File: src/compress_ctrl_pkg.sv
// How it works
// - encode fast mode bit selects the fixed huffman table for compression
// - marker fast output bit makes markers come out using the fixed table
// - marker fast output only acts while encode fast mode is also set
// - rotation enable bit rotates encoded image data 180 degrees line by line
// - writing 1 to reset bit resets modules except codec, registers kept
// - software reset acts only while module enable is 1
// - uv conversion bit 0 translates chroma offset ranges, 1 passes unchanged
// - mode field: 000 encode, 011 yuv422 capture, 111 yuv420 capture
// - capture modes stop codec clock and block codec register access
// - encode mode accepts 444, 422, 411, 420; 444 only below half size
// - capture format from mode field, encode format from codec format field
// - module enable 0 stops module clock and blocks codec access
// - module software reset also clears line buffer overflow flag; an overflow in the same cycle wins and sets it
package compress_ctrl_pkg;
  localparam logic [11:0] CTRL_OFFSET     = 12'h000;
  localparam logic [15:0] CTRL_RESET      = 16'h0000;
  localparam logic [15:0] CTRL_WRITE_MASK = 16'hC11F;
  localparam int          FAST_ENC_BIT    = 15;
  localparam int          MARKER_FAST_BIT = 14;
  localparam int          ROTATE_BIT      = 8;
  localparam int          SWRST_BIT       = 7;
  localparam int          UV_PASS_BIT     = 4;
  localparam int          MODE_LSB        = 1;
  localparam int          MODE_MSB        = 3;
  localparam int          ENABLE_BIT      = 0;
  localparam logic [2:0]  MODE_ENCODE     = 3'h0;
  localparam logic [2:0]  MODE_CAP422     = 3'h3;
  localparam logic [2:0]  MODE_CAP420     = 3'h7;
  localparam logic [7:0]  CHROMA_OFFSET   = 8'h80;
  typedef enum logic [1:0] {
    FMT_NONE_E,
    FMT_422_E,
    FMT_420_E
  } cap_fmt_type;
endpackage : compress_ctrl_pkg

File: src/compress_module_ctrl.sv
`timescale 1ns/100ps
module compress_module_ctrl (
  // clock and reset
  input  wire logic        clk_i,
  input  wire logic        rstn_i,
  // apb slave
  input  wire logic        psel_i,
  input  wire logic        penable_i,
  input  wire logic        pwrite_i,
  input  wire logic [11:0] paddr_i,
  input  wire logic [31:0] pwdata_i,
  output logic      [31:0] prdata_o,
  output logic             pready_o,
  output logic             pslverr_o,
  // chroma path
  input  wire logic [7:0]  chroma_i,
  output logic      [7:0]  chroma_o,
  // line buffer overflow event
  input  wire logic        lb_overflow_i,
  // controls to the module group
  output logic             fast_huff_o,
  output logic             marker_fast_o,
  output logic             rotate_o,
  output logic             module_rst_o,
  output logic             module_clk_en_o,
  output logic             codec_clk_en_o,
  output logic             codec_access_o,
  output logic             encode_mode_o,
  output logic      [1:0]  capture_fmt_o,
  output logic             lb_overflow_flag_o
);

  logic [15:0] ctrl_r;
  logic        wr_hit;
  logic        rd_hit;
  logic        access;
  logic        enc_mode;
  logic        capture;
  logic        swrst;
  logic [1:0]  fmt_nxt;

  assign access   = psel_i && penable_i && pready_o;
  assign wr_hit   = access && pwrite_i && (paddr_i == compress_ctrl_pkg::CTRL_OFFSET);
  assign rd_hit   = access && !pwrite_i && (paddr_i == compress_ctrl_pkg::CTRL_OFFSET);
  assign enc_mode = ctrl_r[compress_ctrl_pkg::MODE_MSB:compress_ctrl_pkg::MODE_LSB] == compress_ctrl_pkg::MODE_ENCODE;
  // reserved mode codes are treated as neither encode nor capture
  assign capture  = (ctrl_r[compress_ctrl_pkg::MODE_MSB:compress_ctrl_pkg::MODE_LSB] == compress_ctrl_pkg::MODE_CAP422)
                 || (ctrl_r[compress_ctrl_pkg::MODE_MSB:compress_ctrl_pkg::MODE_LSB] == compress_ctrl_pkg::MODE_CAP420);
  // reset pulse only when enabled before this write
  assign swrst    = wr_hit && pwdata_i[compress_ctrl_pkg::SWRST_BIT] && ctrl_r[compress_ctrl_pkg::ENABLE_BIT];

  // one-cycle answer: pready low in first access cycle, high in second
  always_ff @(posedge clk_i)
  begin
    if (!rstn_i)
      pready_o <= 1'b0;
    else
      pready_o <= psel_i && penable_i && !pready_o;
  end

  always_ff @(posedge clk_i)
  begin
    if (!rstn_i)
      pslverr_o <= 1'b0;
    else
      pslverr_o <= psel_i && penable_i && !pready_o && (paddr_i != compress_ctrl_pkg::CTRL_OFFSET);
  end

  // reserved bits and the write-only reset bit are not stored
  always_ff @(posedge clk_i)
  begin
    if (!rstn_i)
      ctrl_r <= compress_ctrl_pkg::CTRL_RESET;
    else if (wr_hit)
      ctrl_r <= pwdata_i[15:0] & compress_ctrl_pkg::CTRL_WRITE_MASK;
  end

  always_ff @(posedge clk_i)
  begin
    if (!rstn_i)
      prdata_o <= 32'h0000_0000;
    else if (psel_i && !penable_i && !pwrite_i && (paddr_i == compress_ctrl_pkg::CTRL_OFFSET))
      prdata_o <= {16'h0000, ctrl_r};
    // unmapped reads return zero even when the previous transfer was back to back
    else if (psel_i && !penable_i)
      prdata_o <= 32'h0000_0000;
    else if (rd_hit)
      prdata_o <= prdata_o;
    else if (!psel_i)
      prdata_o <= 32'h0000_0000;
  end

  always_ff @(posedge clk_i)
  begin
    if (!rstn_i)
      module_rst_o <= 1'b0;
    else
      module_rst_o <= swrst;
  end

  always_ff @(posedge clk_i)
  begin
    if (!rstn_i)
      lb_overflow_flag_o <= 1'b0;
    else if (lb_overflow_i)
      lb_overflow_flag_o <= 1'b1;
    else if (swrst)
      lb_overflow_flag_o <= 1'b0;
  end

  always_ff @(posedge clk_i)
  begin
    if (!rstn_i)
    begin
      fast_huff_o   <= 1'b0;
      marker_fast_o <= 1'b0;
      rotate_o      <= 1'b0;
    end
    else
    begin
      fast_huff_o   <= ctrl_r[compress_ctrl_pkg::FAST_ENC_BIT];
      marker_fast_o <= ctrl_r[compress_ctrl_pkg::FAST_ENC_BIT] && ctrl_r[compress_ctrl_pkg::MARKER_FAST_BIT];
      rotate_o      <= ctrl_r[compress_ctrl_pkg::ROTATE_BIT];
    end
  end

  always_ff @(posedge clk_i)
  begin
    if (!rstn_i)
    begin
      module_clk_en_o <= 1'b0;
      codec_clk_en_o  <= 1'b0;
      codec_access_o  <= 1'b0;
      encode_mode_o   <= 1'b0;
    end
    else
    begin
      module_clk_en_o <= ctrl_r[compress_ctrl_pkg::ENABLE_BIT];
      codec_clk_en_o  <= ctrl_r[compress_ctrl_pkg::ENABLE_BIT] && !capture;
      codec_access_o  <= ctrl_r[compress_ctrl_pkg::ENABLE_BIT] && !capture;
      encode_mode_o   <= ctrl_r[compress_ctrl_pkg::ENABLE_BIT] && enc_mode;
    end
  end

  always_comb
  begin
    fmt_nxt = compress_ctrl_pkg::FMT_NONE_E;
    if (ctrl_r[compress_ctrl_pkg::MODE_MSB:compress_ctrl_pkg::MODE_LSB] == compress_ctrl_pkg::MODE_CAP422)
      fmt_nxt = compress_ctrl_pkg::FMT_422_E;
    else if (ctrl_r[compress_ctrl_pkg::MODE_MSB:compress_ctrl_pkg::MODE_LSB] == compress_ctrl_pkg::MODE_CAP420)
      fmt_nxt = compress_ctrl_pkg::FMT_420_E;
  end

  always_ff @(posedge clk_i)
  begin
    if (!rstn_i)
      capture_fmt_o <= compress_ctrl_pkg::FMT_NONE_E;
    else
      capture_fmt_o <= fmt_nxt;
  end

  // flipping the msb maps offset-binary to two's complement and back
  always_ff @(posedge clk_i)
  begin
    if (!rstn_i)
      chroma_o <= 8'h00;
    else if (ctrl_r[compress_ctrl_pkg::UV_PASS_BIT])
      chroma_o <= chroma_i;
    else
      chroma_o <= chroma_i ^ compress_ctrl_pkg::CHROMA_OFFSET;
  end

endmodule : compress_module_ctrl

File: config.mk
export PLATFORM = sky130hd
export DESIGN_NAME = compress_module_ctrl
export DESIGN_NICKNAME = d
export VERILOG_FILES = /design/src/compress_ctrl_pkg.sv /design/src/compress_module_ctrl.sv
export SDC_FILE = /design/constraint.sdc
export NUM_CORES = 1
export LEC_CHECK = 0
export ABC_AREA = 1
export BUFFER_PORTS_ARGS = -buffer_cell sky130_fd_sc_hd__clkbuf_2
export CORE_MARGIN = 5
export CORE_UTILIZATION = 42
export CTS_CLUSTER_DIAMETER = 40
export DETAILED_ROUTE_END_ITERATION = 8
export GPL_TIMING_DRIVEN = 0
export PLACE_DENSITY = 0.84
export SLEW_MARGIN = 20
export SYNTH_ARGS = -nofsm -noshare
export SYNTH_HDL_FRONTEND = slang
export SYNTH_SLANG_ARGS = --single-unit
File: constraint.sdc
create_clock -name clk_i -period 2.2 [get_ports clk_i]
set_clock_uncertainty 0.2 [all_clocks]
set_input_delay 0 -clock clk_i [delete_from_list [all_inputs] [get_ports clk_i]]
set_output_delay 0 -clock clk_i [all_outputs]
set_load 0.05 [all_outputs]
Word level (Yosys, flattened, before mapping)
Cells that the tools add are included.
{ "word_totals": {"word_cells": 57, "mem_count": 0, "romBits": 0, "latch_bits": 0, "mem_bits_rw": 0, "ff_bits": 44, "inputBits": 58, "out_inout_bits": 53} }
{ "classes": {"shift": 0, "add_sub_neg": 0, "mul": 0, "n_mux": 9, "div": 0, "n_lt_le_gt_ge": 0, "n_bitwise": 2, "eq_ne": 4, "n_reduce_logical": 27} }
{ "op_table": {"columns": ["op", "n"], "rows": [
  ["two-way mux 16 bit", 4],
  ["logical AND 1 bit", 16],
  ["logical NOT 12 bit", 1],
  ["nonzero test 12 bit", 1],
  ["two-way mux 8 bit", 1],
  ["!= test 3 x 1 -> 1 bit (second input constant)", 2],
  ["logical NOT 1 bit", 4],
  ["== test 3 x 2 -> 1 bit (second input constant)", 1],
  ["== test 3 bit (second input constant)", 1],
  ["logical NOT 3 bit", 1],
  ["two-way mux 1 bit", 3],
  ["two-way mux 2 bit", 1],
  ["inverter 1 bit", 2],
  ["AND reduction 2 bit", 1],
  ["nonzero test 2 bit", 1],
  ["OR reduction 2 bit", 1],
  ["logical OR 1 bit", 1]
]} }

Depth between registers and ports, before layout
Gate-level depths: netlist of run 1.
{ "logic_depth": {"word_depth": 8, "depth_mapped": 8} }

Least setup slack after synthesis of run 1
Ideal clock, no wire load.
{ "synth_timing": {"path_kind": "register to register", "start": "reg pready_o", "end": "reg ctrl_r[0]", "setup_time_ps": 113, "period_less_slack_ps": 1610, "path_stages_with_launch": 7, "path_buffers": 1, "slack_ps": 590, "required_ps": 1887, "arrival_ps": 1297, "path_cell_list": "dfxtp_1 > nand2_1 > nor2_2 > nand3_4 > buf_6 > nor2_1 > nor2_1"} }
{ "synth_via": {"elab_chain_cells": 3} }
{ "synth_lines": {"columns": ["element", "line", "source"], "rows": [
  ["from (decl)", "compress_module_ctrl.sv:13", "output logic pready_o,"],
  ["from (signal assigned)", "compress_module_ctrl.sv:58", "pready_o <= psel_i && penable_i && !pready_o;"],
  ["logical AND 1 bit", "compress_module_ctrl.sv:42", "assign access = psel_i && penable_i && pready_o;"],
  ["logical AND 1 bit (2 in a row)", "compress_module_ctrl.sv:43", "assign wr_hit = access && pwrite_i && (paddr_i == compress_ctrl_pkg::CTRL_OFFSET);"],
  ["to (signal assigned)", "compress_module_ctrl.sv:73", "ctrl_r <= compress_ctrl_pkg::CTRL_RESET;"],
  ["to (signal assigned)", "compress_module_ctrl.sv:75", "ctrl_r <= pwdata_i[15:0] & compress_ctrl_pkg::CTRL_WRITE_MASK;"],
  ["to (decl)", "compress_module_ctrl.sv:33", "logic [15:0] ctrl_r;"]
]} }
Every way passes these cells.
A chain may end at the register's enable or synchronous reset.

Final worst setup path of run 1
{ "layout_timing": {"start": "in psel_i", "end": "reg ctrl_r[3]"} }
{ "layout_via": {"elab_chain_cells": 4} }
{ "layout_lines": {"columns": ["element", "line", "source"], "rows": [
  ["from (decl)", "compress_module_ctrl.sv:7", "input wire logic psel_i,"],
  ["logical AND 1 bit (2 in a row)", "compress_module_ctrl.sv:42", null],
  ["logical AND 1 bit (2 in a row)", "compress_module_ctrl.sv:43", null]
]} }
Every way passes these cells.

==> results.md, run 1 <==
- Vias per cell: 4.12
- Detailed-route via count: 1500
- DP HPWL: 2.61 mm
- Max Freq: 496 MHz
- Slew Limit Fails: 0
- Post-synth EDFFs: 0
- Cell Area, Placed: 1910 um2
- GRT Resource Usage Total: 17.6%
- Share of post-route cells with drive strength above 1: 32.1%
- Largest net degree at the start of global routing: 11
- Clk slew on worst S/H paths: 0.09 ns
- Async SR Flop Fraction: 0%
- Congestion Overflow GR: 0
- WS Path Type: input pin to register
- First-pass GRT wire length: 6.18 mm
- Syn. warnings: 0
- HP Class: input pin to register
- Area of the multi-input gates: 534 um2
- # nets final: 378
- Cells after synthesis: 186
- Reg2reg end: ctrl_r[3]
- Setup TNS: 0 ns
- Starting Density: 43.7%
- H-tree Lvls: 2
- Worst reg2reg path depth: 7
- Core Region: 3340 um2
- Post-synthesis compound-gate area fraction: 4.03%
- Synth Area in Adders: 0%
- Crit Path Max Fanout: 10
- Leakage: 1.32 nW
- R2R Setup Slk: 0.23 ns
- Register area: 721 um2
- Drt drc: 0
- Status: completed
- Top_reg_cell synth: dfxtp_1
- Routability cong.: 0.687
- Root Driver: clkbuf_4
- Clk_lat worst skew: 0.32 ns
- Pwr/cell area: 524 nW/um2
- Diode count: 0
- First drt pass iteration count: 4
- Max Cap Viol: 0
- Worst path arrival time: 2.03 ns
- Post-Synth XOR/XNOR Area: 0.601%
- Synthesized area: 1460 um2
- Final Power: 0.00124 W
- Proportion of synthesized area in mux cells: 0%
- Port Buffers: 62
- Cell row count: 21
- Peak supply drop: 0.307 mV
- Period minus WS final: 2.02 ns
- Largest family of logic cells by synthesized area: simple AND/OR/NAND/NOR gates
- Final hold slack: 0.0670 ns
- Setup-failing EPs final: 0
- Die height: 68.9 um
- Final wirelength: 3.90 mm
- Worst r2r src: pready_o
- CTS tree: done
- TritonCTS Buffers: 5
- Hold Path Stages: 6
- Initial antenna violation count: 0
- Fin area: 2370 um2
- CP cell instances: dlygate4sd3_1, clkbuf_2, nand2_1, nor2_2, nand3_4, buf_6, nor2_1, nor2_1, dlygate4sd3_1
- Vias in the first global route: 1456
- Buffers and inverters on the worst path: 4
- Setup crit start: psel_i
- Period utilization: 91.6%
- I/O pin cnt: 111
- Post-layout util: 71.2%
- Largest stage delay on the critical path: 0.57 ns
- Die area: 4750 um2
- Worst setup SP type: input pin
- Endpoints failing hold: 0
- Max clock buf depth: 2
- Yosys reg bits: 36
- Layout fillers: 258
- Register area share after synthesis: 49.4%
- Die W: 68.9 um
- Antenna-violating nets left: 0
- CP top delay family: buffers and inverters
- RSZ-0062 raised after global routing: false
- Synth Area in Simple Gates: 25.5%
- Mapped Avg Cell Area: 7.84 um2
- Drt wl/cell: 10.7 um
- Slowest cell on the critical path: dlygate4sd3_1
- Area Overhead vs Synth: 62.9%
- Hold wc startpoint: paddr_i[4]
- WHS Endpoint: pslverr_o
- Initial drt markers: 98
- Required time of the worst setup path: 2.21 ns
- Netlist cell types: 22
- CTS sink cnt: 36
- Worst setup EP type: register
-- placed cells by master, fill, tap and decap left out, types with 2 or more instances in the layout --
| master | Yosys | layout |
|---|---|---|
| clkbuf_2 | 0 | 62 |
| clkbuf_4 | 0 | 5 |
| nor2_1 | 26 | 26 |
| dfxtp_1 | 36 | 36 |
| a21oi_1 | 2 | 2 |
| and2_1 | 2 | 2 |
| o21ai_0 | 8 | 7 |
| nor3_1 | 3 | 3 |
| nor2_2 | 2 | 2 |
| nand2_1 | 48 | 48 |
| dlygate4sd3_1 | 0 | 42 |
| conb_1 | 1 | 24 |
| inv_1 | 21 | 21 |
| buf_4 | 26 | 26 |
-- worst max-delay path by stage --
| stage | to | cells after the start | slack, ns |
|---|---|---|---|
| finish | ctrl_r[3] | 9 | 0.18 |
| CTS | prdata_o[15] | 7 | 0.02 |
| floorplan | ctrl_r[0] | 6 | 0.59 |
| detailed placement | ctrl_r[14] | 6 | 0.86 |
| global route | ctrl_r[1] | 9 | 0.13 |
| global placement | ctrl_r[14] | 6 | 0.87 |
-- state kept, by name, indices dropped and copies added (netlist names) --
signal              flops
chroma_o                8
ctrl_r                  8
prdata_o                8
capture_fmt_o           2
codec_access_o          1
encode_mode_o           1
fast_huff_o             1
lb_overflow_flag_o      1
marker_fast_o           1
module_clk_en_o         1
module_rst_o            1
pready_o                1
pslverr_o               1
rotate_o                1
-- cell families after synthesis --
logic type	Yosys count
simple gates	87
buf+inv	50
other cells	1
flops	36
xor+xnor	1
compound gates	11
-- power by group --
part	switching (W)	internal, W
Clock	0.000188	0.000107
Combinational	0.000179	0.000105
Sequential	0.00000374	0.000662
Total	0.000371	0.000873
-- tightest hold or removal path, cell delays in order --
cell	delay (ns)
clkbuf_2	0.08
nor2_1	0.03
nand2_1	0.09
nor2_4	0.05
and2_1	0.16
nor3_1	0.13
-- cell usage after synthesis, types with 2 or more instances --
library cell | number | share of area, %
nor2_2 | 2 | 0.86
inv_1 | 21 | 5.4
dfxtp_1 | 36 | 49
nor2_1 | 26 | 6.7
a21oi_1 | 2 | 0.69
buf_4 | 26 | 13
o21ai_0 | 8 | 2.7
nand2_1 | 48 | 12
nor3_1 | 3 | 1.0
and2_1 | 2 | 0.86
-- stage by stage --
step	cells	worst slack, ns
floorplan	209	0.590
global placement	317	0.873
detailed placement	317	0.863
CTS	365	0.0233
global route	364	0.130
finish	364	0.185
-- layer usage --
| metal | part of all wire (%) | routed length [um] | GRT usage (%) | up-vias |
|---|---|---|---|---|
| li1 | - | - | - | 774 |
| met1 | 36 | 1420 | 17.4 | 654 |
| met2 | 53 | 2050 | 33.5 | 63 |
| met3 | 9.1 | 355 | 6.81 | 9 |
| met4 | 1.8 | 70 | 5.11 | 0 |
| met5 | 0 | 0 | 0 | - |
-- cell type report --
class	count	share of cell area, %
Clock buffer	5	1.58
Buffer	28	8.90
Sequential cell	36	30.3
Multi-Input combinational cell	123	22.5
Inverter	22	3.48
Tap cell	46	2.42
Timing Repair Buffer	104	30.8
-- what timing repair did --
| item | CTS | global route |
|---|---|---|
| setup buffers | 0 | 0 |
| endpoints found under the setup margin | 0 | 2 |
| hold buffers | 43 | 0 |
| gates resized for setup | 0 | 2 |
| hold endpoints to repair | 36 | 0 |
No activity file was read; power rests on OpenSTA's default activity.
==> run 2: changes to the inputs <==
Settings changed: BUFFER_PORTS_ARGS -buffer_cell sky130_fd_sc_hd__clkbuf_2 to unset, CORE_UTILIZATION 42 to 58, DONT_BUFFER_PORTS set to 1, PLACE_DENSITY 0.84 to 0.74.
==> run 2 against run 1 <==
Net effect:
- hold slack better by 0.056 ns
- critical endpoint is now lb_overflow_flag_o
- via count down 8.5%
- critical path type is now register to register
- flip-flop and latch count unchanged
==> results.md, run 2 (synthesis results as in run 1) <==
- Status: completed
- Share of post-route cells with drive strength above 1: 15.8%
- Vias per cell: 4.65
- RSZ-0062 raised after global routing: false
- WS Path Type: register to register
- Grt met2 use: 42.6%
- Area of the multi-input gates: 529 um2
- Initial drt markers: 70
- Die W: 60.1 um
- GRT Resource Usage Total: 24.7%
- Worst setup SP type: register
- Post-layout util: 88.0%
- Leakage: 1.08 nW
- Area Overhead vs Synth: 46.8%
- Register area: 722 um2
- Required time of the worst setup path: 2.23 ns
- Crit Path Max Fanout: 4
- Routability cong.: 0.759
- Diode count: 0
- I/O pin cnt: 111
- Worst Tran Pin Value: 0.538 ns
- Detailed-route via count: 1373
- Largest registers: chroma_o x8, ctrl_r x8, prdata_o x8
- H-tree Lvls: 2
- Max Freq: 516 MHz
- Drt wl/cell: 14.7 um
- Port Buffers: 0
- Routing usage on met1: 24.5%
- First drt pass iteration count: 4
- Layout fillers: 126
- Core Region: 2430 um2
- Clk slew on worst S/H paths: 0.10 ns
- Period utilization: 88.1%
- Setup-failing EPs final: 0
- Initial antenna violation count: 0
- Slew margin rel.: 64.1%
- Vias in the first global route: 1414
- TritonCTS Buffers: 5
- Pwr/cell area: 647 nW/um2
- HP Class: input pin to register
- Max clock buf depth: 2
- Commonest non-fill, non-tap cells in the layout: nand2_1 (48), dlygate4sd3_1 (48), dfxtp_1 (35), nor2_1 (26), buf_4 (26)
- Clk_lat worst skew: 0.34 ns
- Period minus WS final: 1.94 ns
- Met3 Use GR: 12.3%
- CTS sink cnt: 36
- Worst setup EP type: register
- Peak supply drop: 0.770 mV
- Final wirelength: 4.33 mm
- Root Driver: clkbuf_4
- Largest net degree at the start of global routing: 12
- Die height: 60.1 um
- Die area: 3620 um2
- First-pass GRT wire length: 6.42 mm
- Starting Density: 59.9%
- DP HPWL: 2.22 mm
- Drt drc: 0
- Congestion Overflow GR: 0
- Cell row count: 18
- Slew Limit Fails: 0
- Antenna-violating nets left: 0
- Worst path arrival time: 1.96 ns
- Setup TNS: 0 ns
- Top Usage Layer GRT: met2
- # nets final: 322
- CTS tree: done
- Max Cap Viol: 0
- Endpoints failing hold: 0
## run 2: changes by cell type in the layout (fill, tap and decap cells not counted), sizes merged
cell / before / now
clkinv: 0 / 1
clkbuf: 67 / 6
dlygate4sd3: 42 / 48
bufinv: 0 / 1
## run 2: power breakdown
group	switching (W)	total, W	internal [W]
Clock	0.000215	0.000453	0.000238
Sequential	0.0000429	0.000705	0.000662
Combinational	0.000137	0.000226	0.0000887
Total	0.000395	0.00138	0.000989
## run 2: final timing paths
path               from                  to  cells after the start  slack, ns
min          paddr_i[3]         prdata_o[3]                      6       0.12
max reg2reg    pready_o  lb_overflow_flag_o                      6       0.26
min reg2reg   ctrl_r[8]            rotate_o                      2       0.27
max            pready_o  lb_overflow_flag_o                      6       0.26
## run 2: timing repair
item | in CTS | in global routing
buffers inserted | 0 | 0
setup endpoints to repair | 0 | 3
resized for setup | 0 | 2
hold buffers | 47 | 3
hold endpoints to repair | 36 | 6
## run 2: worst max-delay path, cell delays in order (launching register included)
cell and delay, ns:
dfxtp_2 0.53, nand2_1 0.11, nor2_2 0.17, nand4_1 0.12, nand2_1 0.08, a21oi_1 0.06, dlygate4sd3_1 0.56
## run 2: through the flow
| step | std cells | hold slack [ns] | power [W] | setup WS, ns | instance area (um2) |
|---|---|---|---|---|---|
| floorplan | 209 | -0.102 | 0.000865 | 0.590 | 1540 |
| global placement | 239 | -0.100 | 0.000871 | 0.482 | 1580 |
| detailed placement | 239 | -0.0916 | 0.000872 | 0.443 | 1580 |
| CTS | 294 | 0.0486 | 0.00138 | 0.0310 | 2130 |
| global route | 295 | 0.119 | 0.00144 | 0.143 | 2140 |
| finish | 295 | 0.123 | 0.00138 | 0.262 | 2140 |
## run 2: layout make-up
class                   instances  share of cell area [%]
inverters                      22                    3.86
clock inverters                 2                    1.64
well taps                      30                    1.75
multi-input cells             123                    24.7
plain buffers                  28                    9.88
repair buffers                 48                    22.5
clock buffers                   6                    1.93
flip-flops and latches         36                    33.7
## run 2: routing by layer
layer,vias to the layer above,share of wire (%)
met5,-,0
met4,0,2.2
met3,13,12
met2,88,52
met1,602,34
li1,670,-
==> run 3: changes to the inputs <==
Settings changed: PLACE_DENSITY 0.74 to 0.72.
==> run 3 against run 2 <==
Net effect:
- final area is 3.3% lower
- sequential share of layout area is 1.1 points higher
- clock-buffer cell count stayed put
- sequential power hardly changed
- wire length is 12% lower
- die area stayed put
- clock power is 18% lower
- critical path type unchanged
- largest cell class unchanged
- largest power group unchanged
- highest routed layer unchanged
==> results.md, run 3 (synthesis results as in run 1) <==
- Status: completed
- Slowest cell on the critical path: dlygate4sd3_1
- Largest net degree at the start of global routing: 12
- DP HPWL: 2.32 mm
- Final wirelength: 3.81 mm
- Cell row count: 18
- Sequential share of power: 54.5%
- I/O pin cnt: 111
- Port Buffers: 0
- Die W: 60.1 um
- CP top delay family: buffers and inverters
- Buffers and inverters on the worst path: 1
- Layout fillers: 149
- TritonCTS Buffers: 5
- Slew margin rel.: 63.2%
- Period minus WS final: 1.96 ns
- Max Freq: 510 MHz
- Max clock buf depth: 2
- Antenna-violating nets left: 0
- Starting Density: 59.9%
- Period utilization: 89.2%
- GRT Resource Usage Total: 21.2%
- Register area: 722 um2
- Place WS: 0.462 ns
- Largest stage delay on the critical path: 0.55 ns
- Vias in the first global route: 1268
- Pwr/cell area: 624 nW/um2
- Combinational share of power: 16.7%
- Detailed-route via count: 1293
- Routability cong.: 0.769
- Int Pwr: 0.000898 W
- CP cell instances: nand2_1, nor2_2, nand4_1, nand2_1, a21oi_1, dlygate4sd3_1
- Setup TNS: 0 ns
- Final hold slack: 0.0931 ns
- Worst path arrival time: 2.01 ns
- Worst setup EP type: register
- Required time of the worst setup path: 2.25 ns
- Share of post-route cells with drive strength above 1: 17.0%
- Largest registers: chroma_o x8, ctrl_r x8, prdata_o x8
- HP Class: input pin to register
- Root Driver: clkbuf_4
- Crit-path most repeated cell: nand2_1
- Peak supply drop: 0.769 mV
- WS Path Type: register to register
- Sw power: 0.000394 W
- Drt drc: 0
- Area Overhead vs Synth: 42.0%
- Endpoints failing hold: 0
- Slew Limit Fails: 0
- Switching Fraction: 30.5%
- Initial antenna violation count: 0
- Die area: 3620 um2
- H-tree Lvls: 2
- First drt pass iteration count: 4
- Initial drt markers: 51
- Core Region: 2430 um2
- Diode count: 0
- Clk slew on worst S/H paths: 0.11 ns
- RSZ-0062 raised after global routing: false
- CTS tree: done
- Die height: 60.1 um
- Vias per cell: 4.47
- Clk pwr share: 28.8%
- Leakage: 1.05 nW
- Area of the multi-input gates: 534 um2
- Worst setup SP type: register
- Clk_lat worst skew: 0.34 ns
- Congestion Overflow GR: 0
- First-pass GRT wire length: 5.66 mm
- Worst Tran Pin Value: 0.551 ns
- CTS sink cnt: 36
- Crit Path Max Fanout: 4
- Setup-failing EPs final: 0
- Drt wl/cell: 13.2 um
- Commonest non-fill, non-tap cells in the layout: nand2_1 (48), dlygate4sd3_1 (42), dfxtp_1 (35), nor2_1 (26), buf_4 (26)
- # nets final: 316
- Commonest non-fill, non-tap cell in the layout: nand2_1
- Max Cap Viol: 0
- Crit path setup slack, layout: 0.238 ns
==> run 3: changes by cell type in the layout (fill, tap and decap cells not counted) <==
cell	previous run	this run
clkbuf_1	1	0
nor3b_2	0	1
clkinv_2	1	2
dlygate4sd3_1	48	42
nor3b_1	1	0
clkbuf_8	0	1
bufinv_16	1	0
==> run 3: final cells by class <==
type / instances / share of cell area (%)
Buffer: 28 / 10.2
Clock buffer: 6 / 2.48
Clock inverter: 2 / 0.484
Inverter: 22 / 3.99
Multi-Input combinational cell: 123 / 25.8
Sequential cell: 36 / 34.9
Tap cell: 30 / 1.81
Timing Repair Buffer: 42 / 20.3
==> run 3: worst min-delay path, stage by stage <==
cell and delay [ns]:
nor2_1 0.03, nand2_1 0.10, nor2_4 0.05, and2_1 0.17
nand2_1 0.15, o21ai_0 0.09
==> run 3: per-stage QoR <==
| stage | instances | util [%] | instance area (um2) | power, W |
|---|---|---|---|---|
| after floorplan | 209 | - | 1540 | 0.000865 |
| after global placement | 239 | 65.0 | 1580 | 0.000870 |
| after detailed placement | 239 | 65.0 | 1580 | 0.000873 |
| after CTS | 288 | 84.4 | 2050 | 0.00128 |
| after global routing | 289 | 85.1 | 2070 | 0.00133 |
| final | 289 | 85.1 | 2070 | 0.00129 |
==> run 3: path summary, 6_finish.rpt <==
| path | endpoint | depth (start not counted) | slack (ns) | from |
|---|---|---|---|---|
| min | prdata_o[3] | 6 | 0.09 | paddr_i[9] |
| max reg2reg | lb_overflow_flag_o | 6 | 0.24 | pready_o |
| max | lb_overflow_flag_o | 6 | 0.24 | pready_o |
| min reg2reg | marker_fast_o | 2 | 0.27 | ctrl_r[14] |
==> run 3: per-layer routing <==
| metal | vias up | global-route usage [%] | wire length (um) |
|---|---|---|---|
| met5 | - | 0 | 0 |
| met3 | 7 | 7.78 | 341 |
| met1 | 559 | 23.3 | 1420 |
| met2 | 71 | 36.9 | 1980 |
| met4 | 0 | 7.91 | 67 |
| li1 | 656 | - | - |
==> run 3: repair_timing <==
action                     4_1_cts  5_1_grt
hold buffers                    41        2
resized for setup                0        3
setup endpoints to repair        0        3
hold endpoints to repair        36        6
setup buffers                    0        0
==> run 3: power by group through the flow <==
stage | registers, W | clock network, W | logic [W]
6_report | 0.000705 | 0.000372 | 0.000216
5_1_grt | 0.000706 | 0.000400 | 0.000228
4_1_cts | 0.000705 | 0.000374 | 0.000206
3_5_place_dp | 0.000720 | 0 | 0.000153
3_3_place_gp | 0.000719 | 0 | 0.000151
2_1_floorplan | 0.000718 | 0 | 0.000147
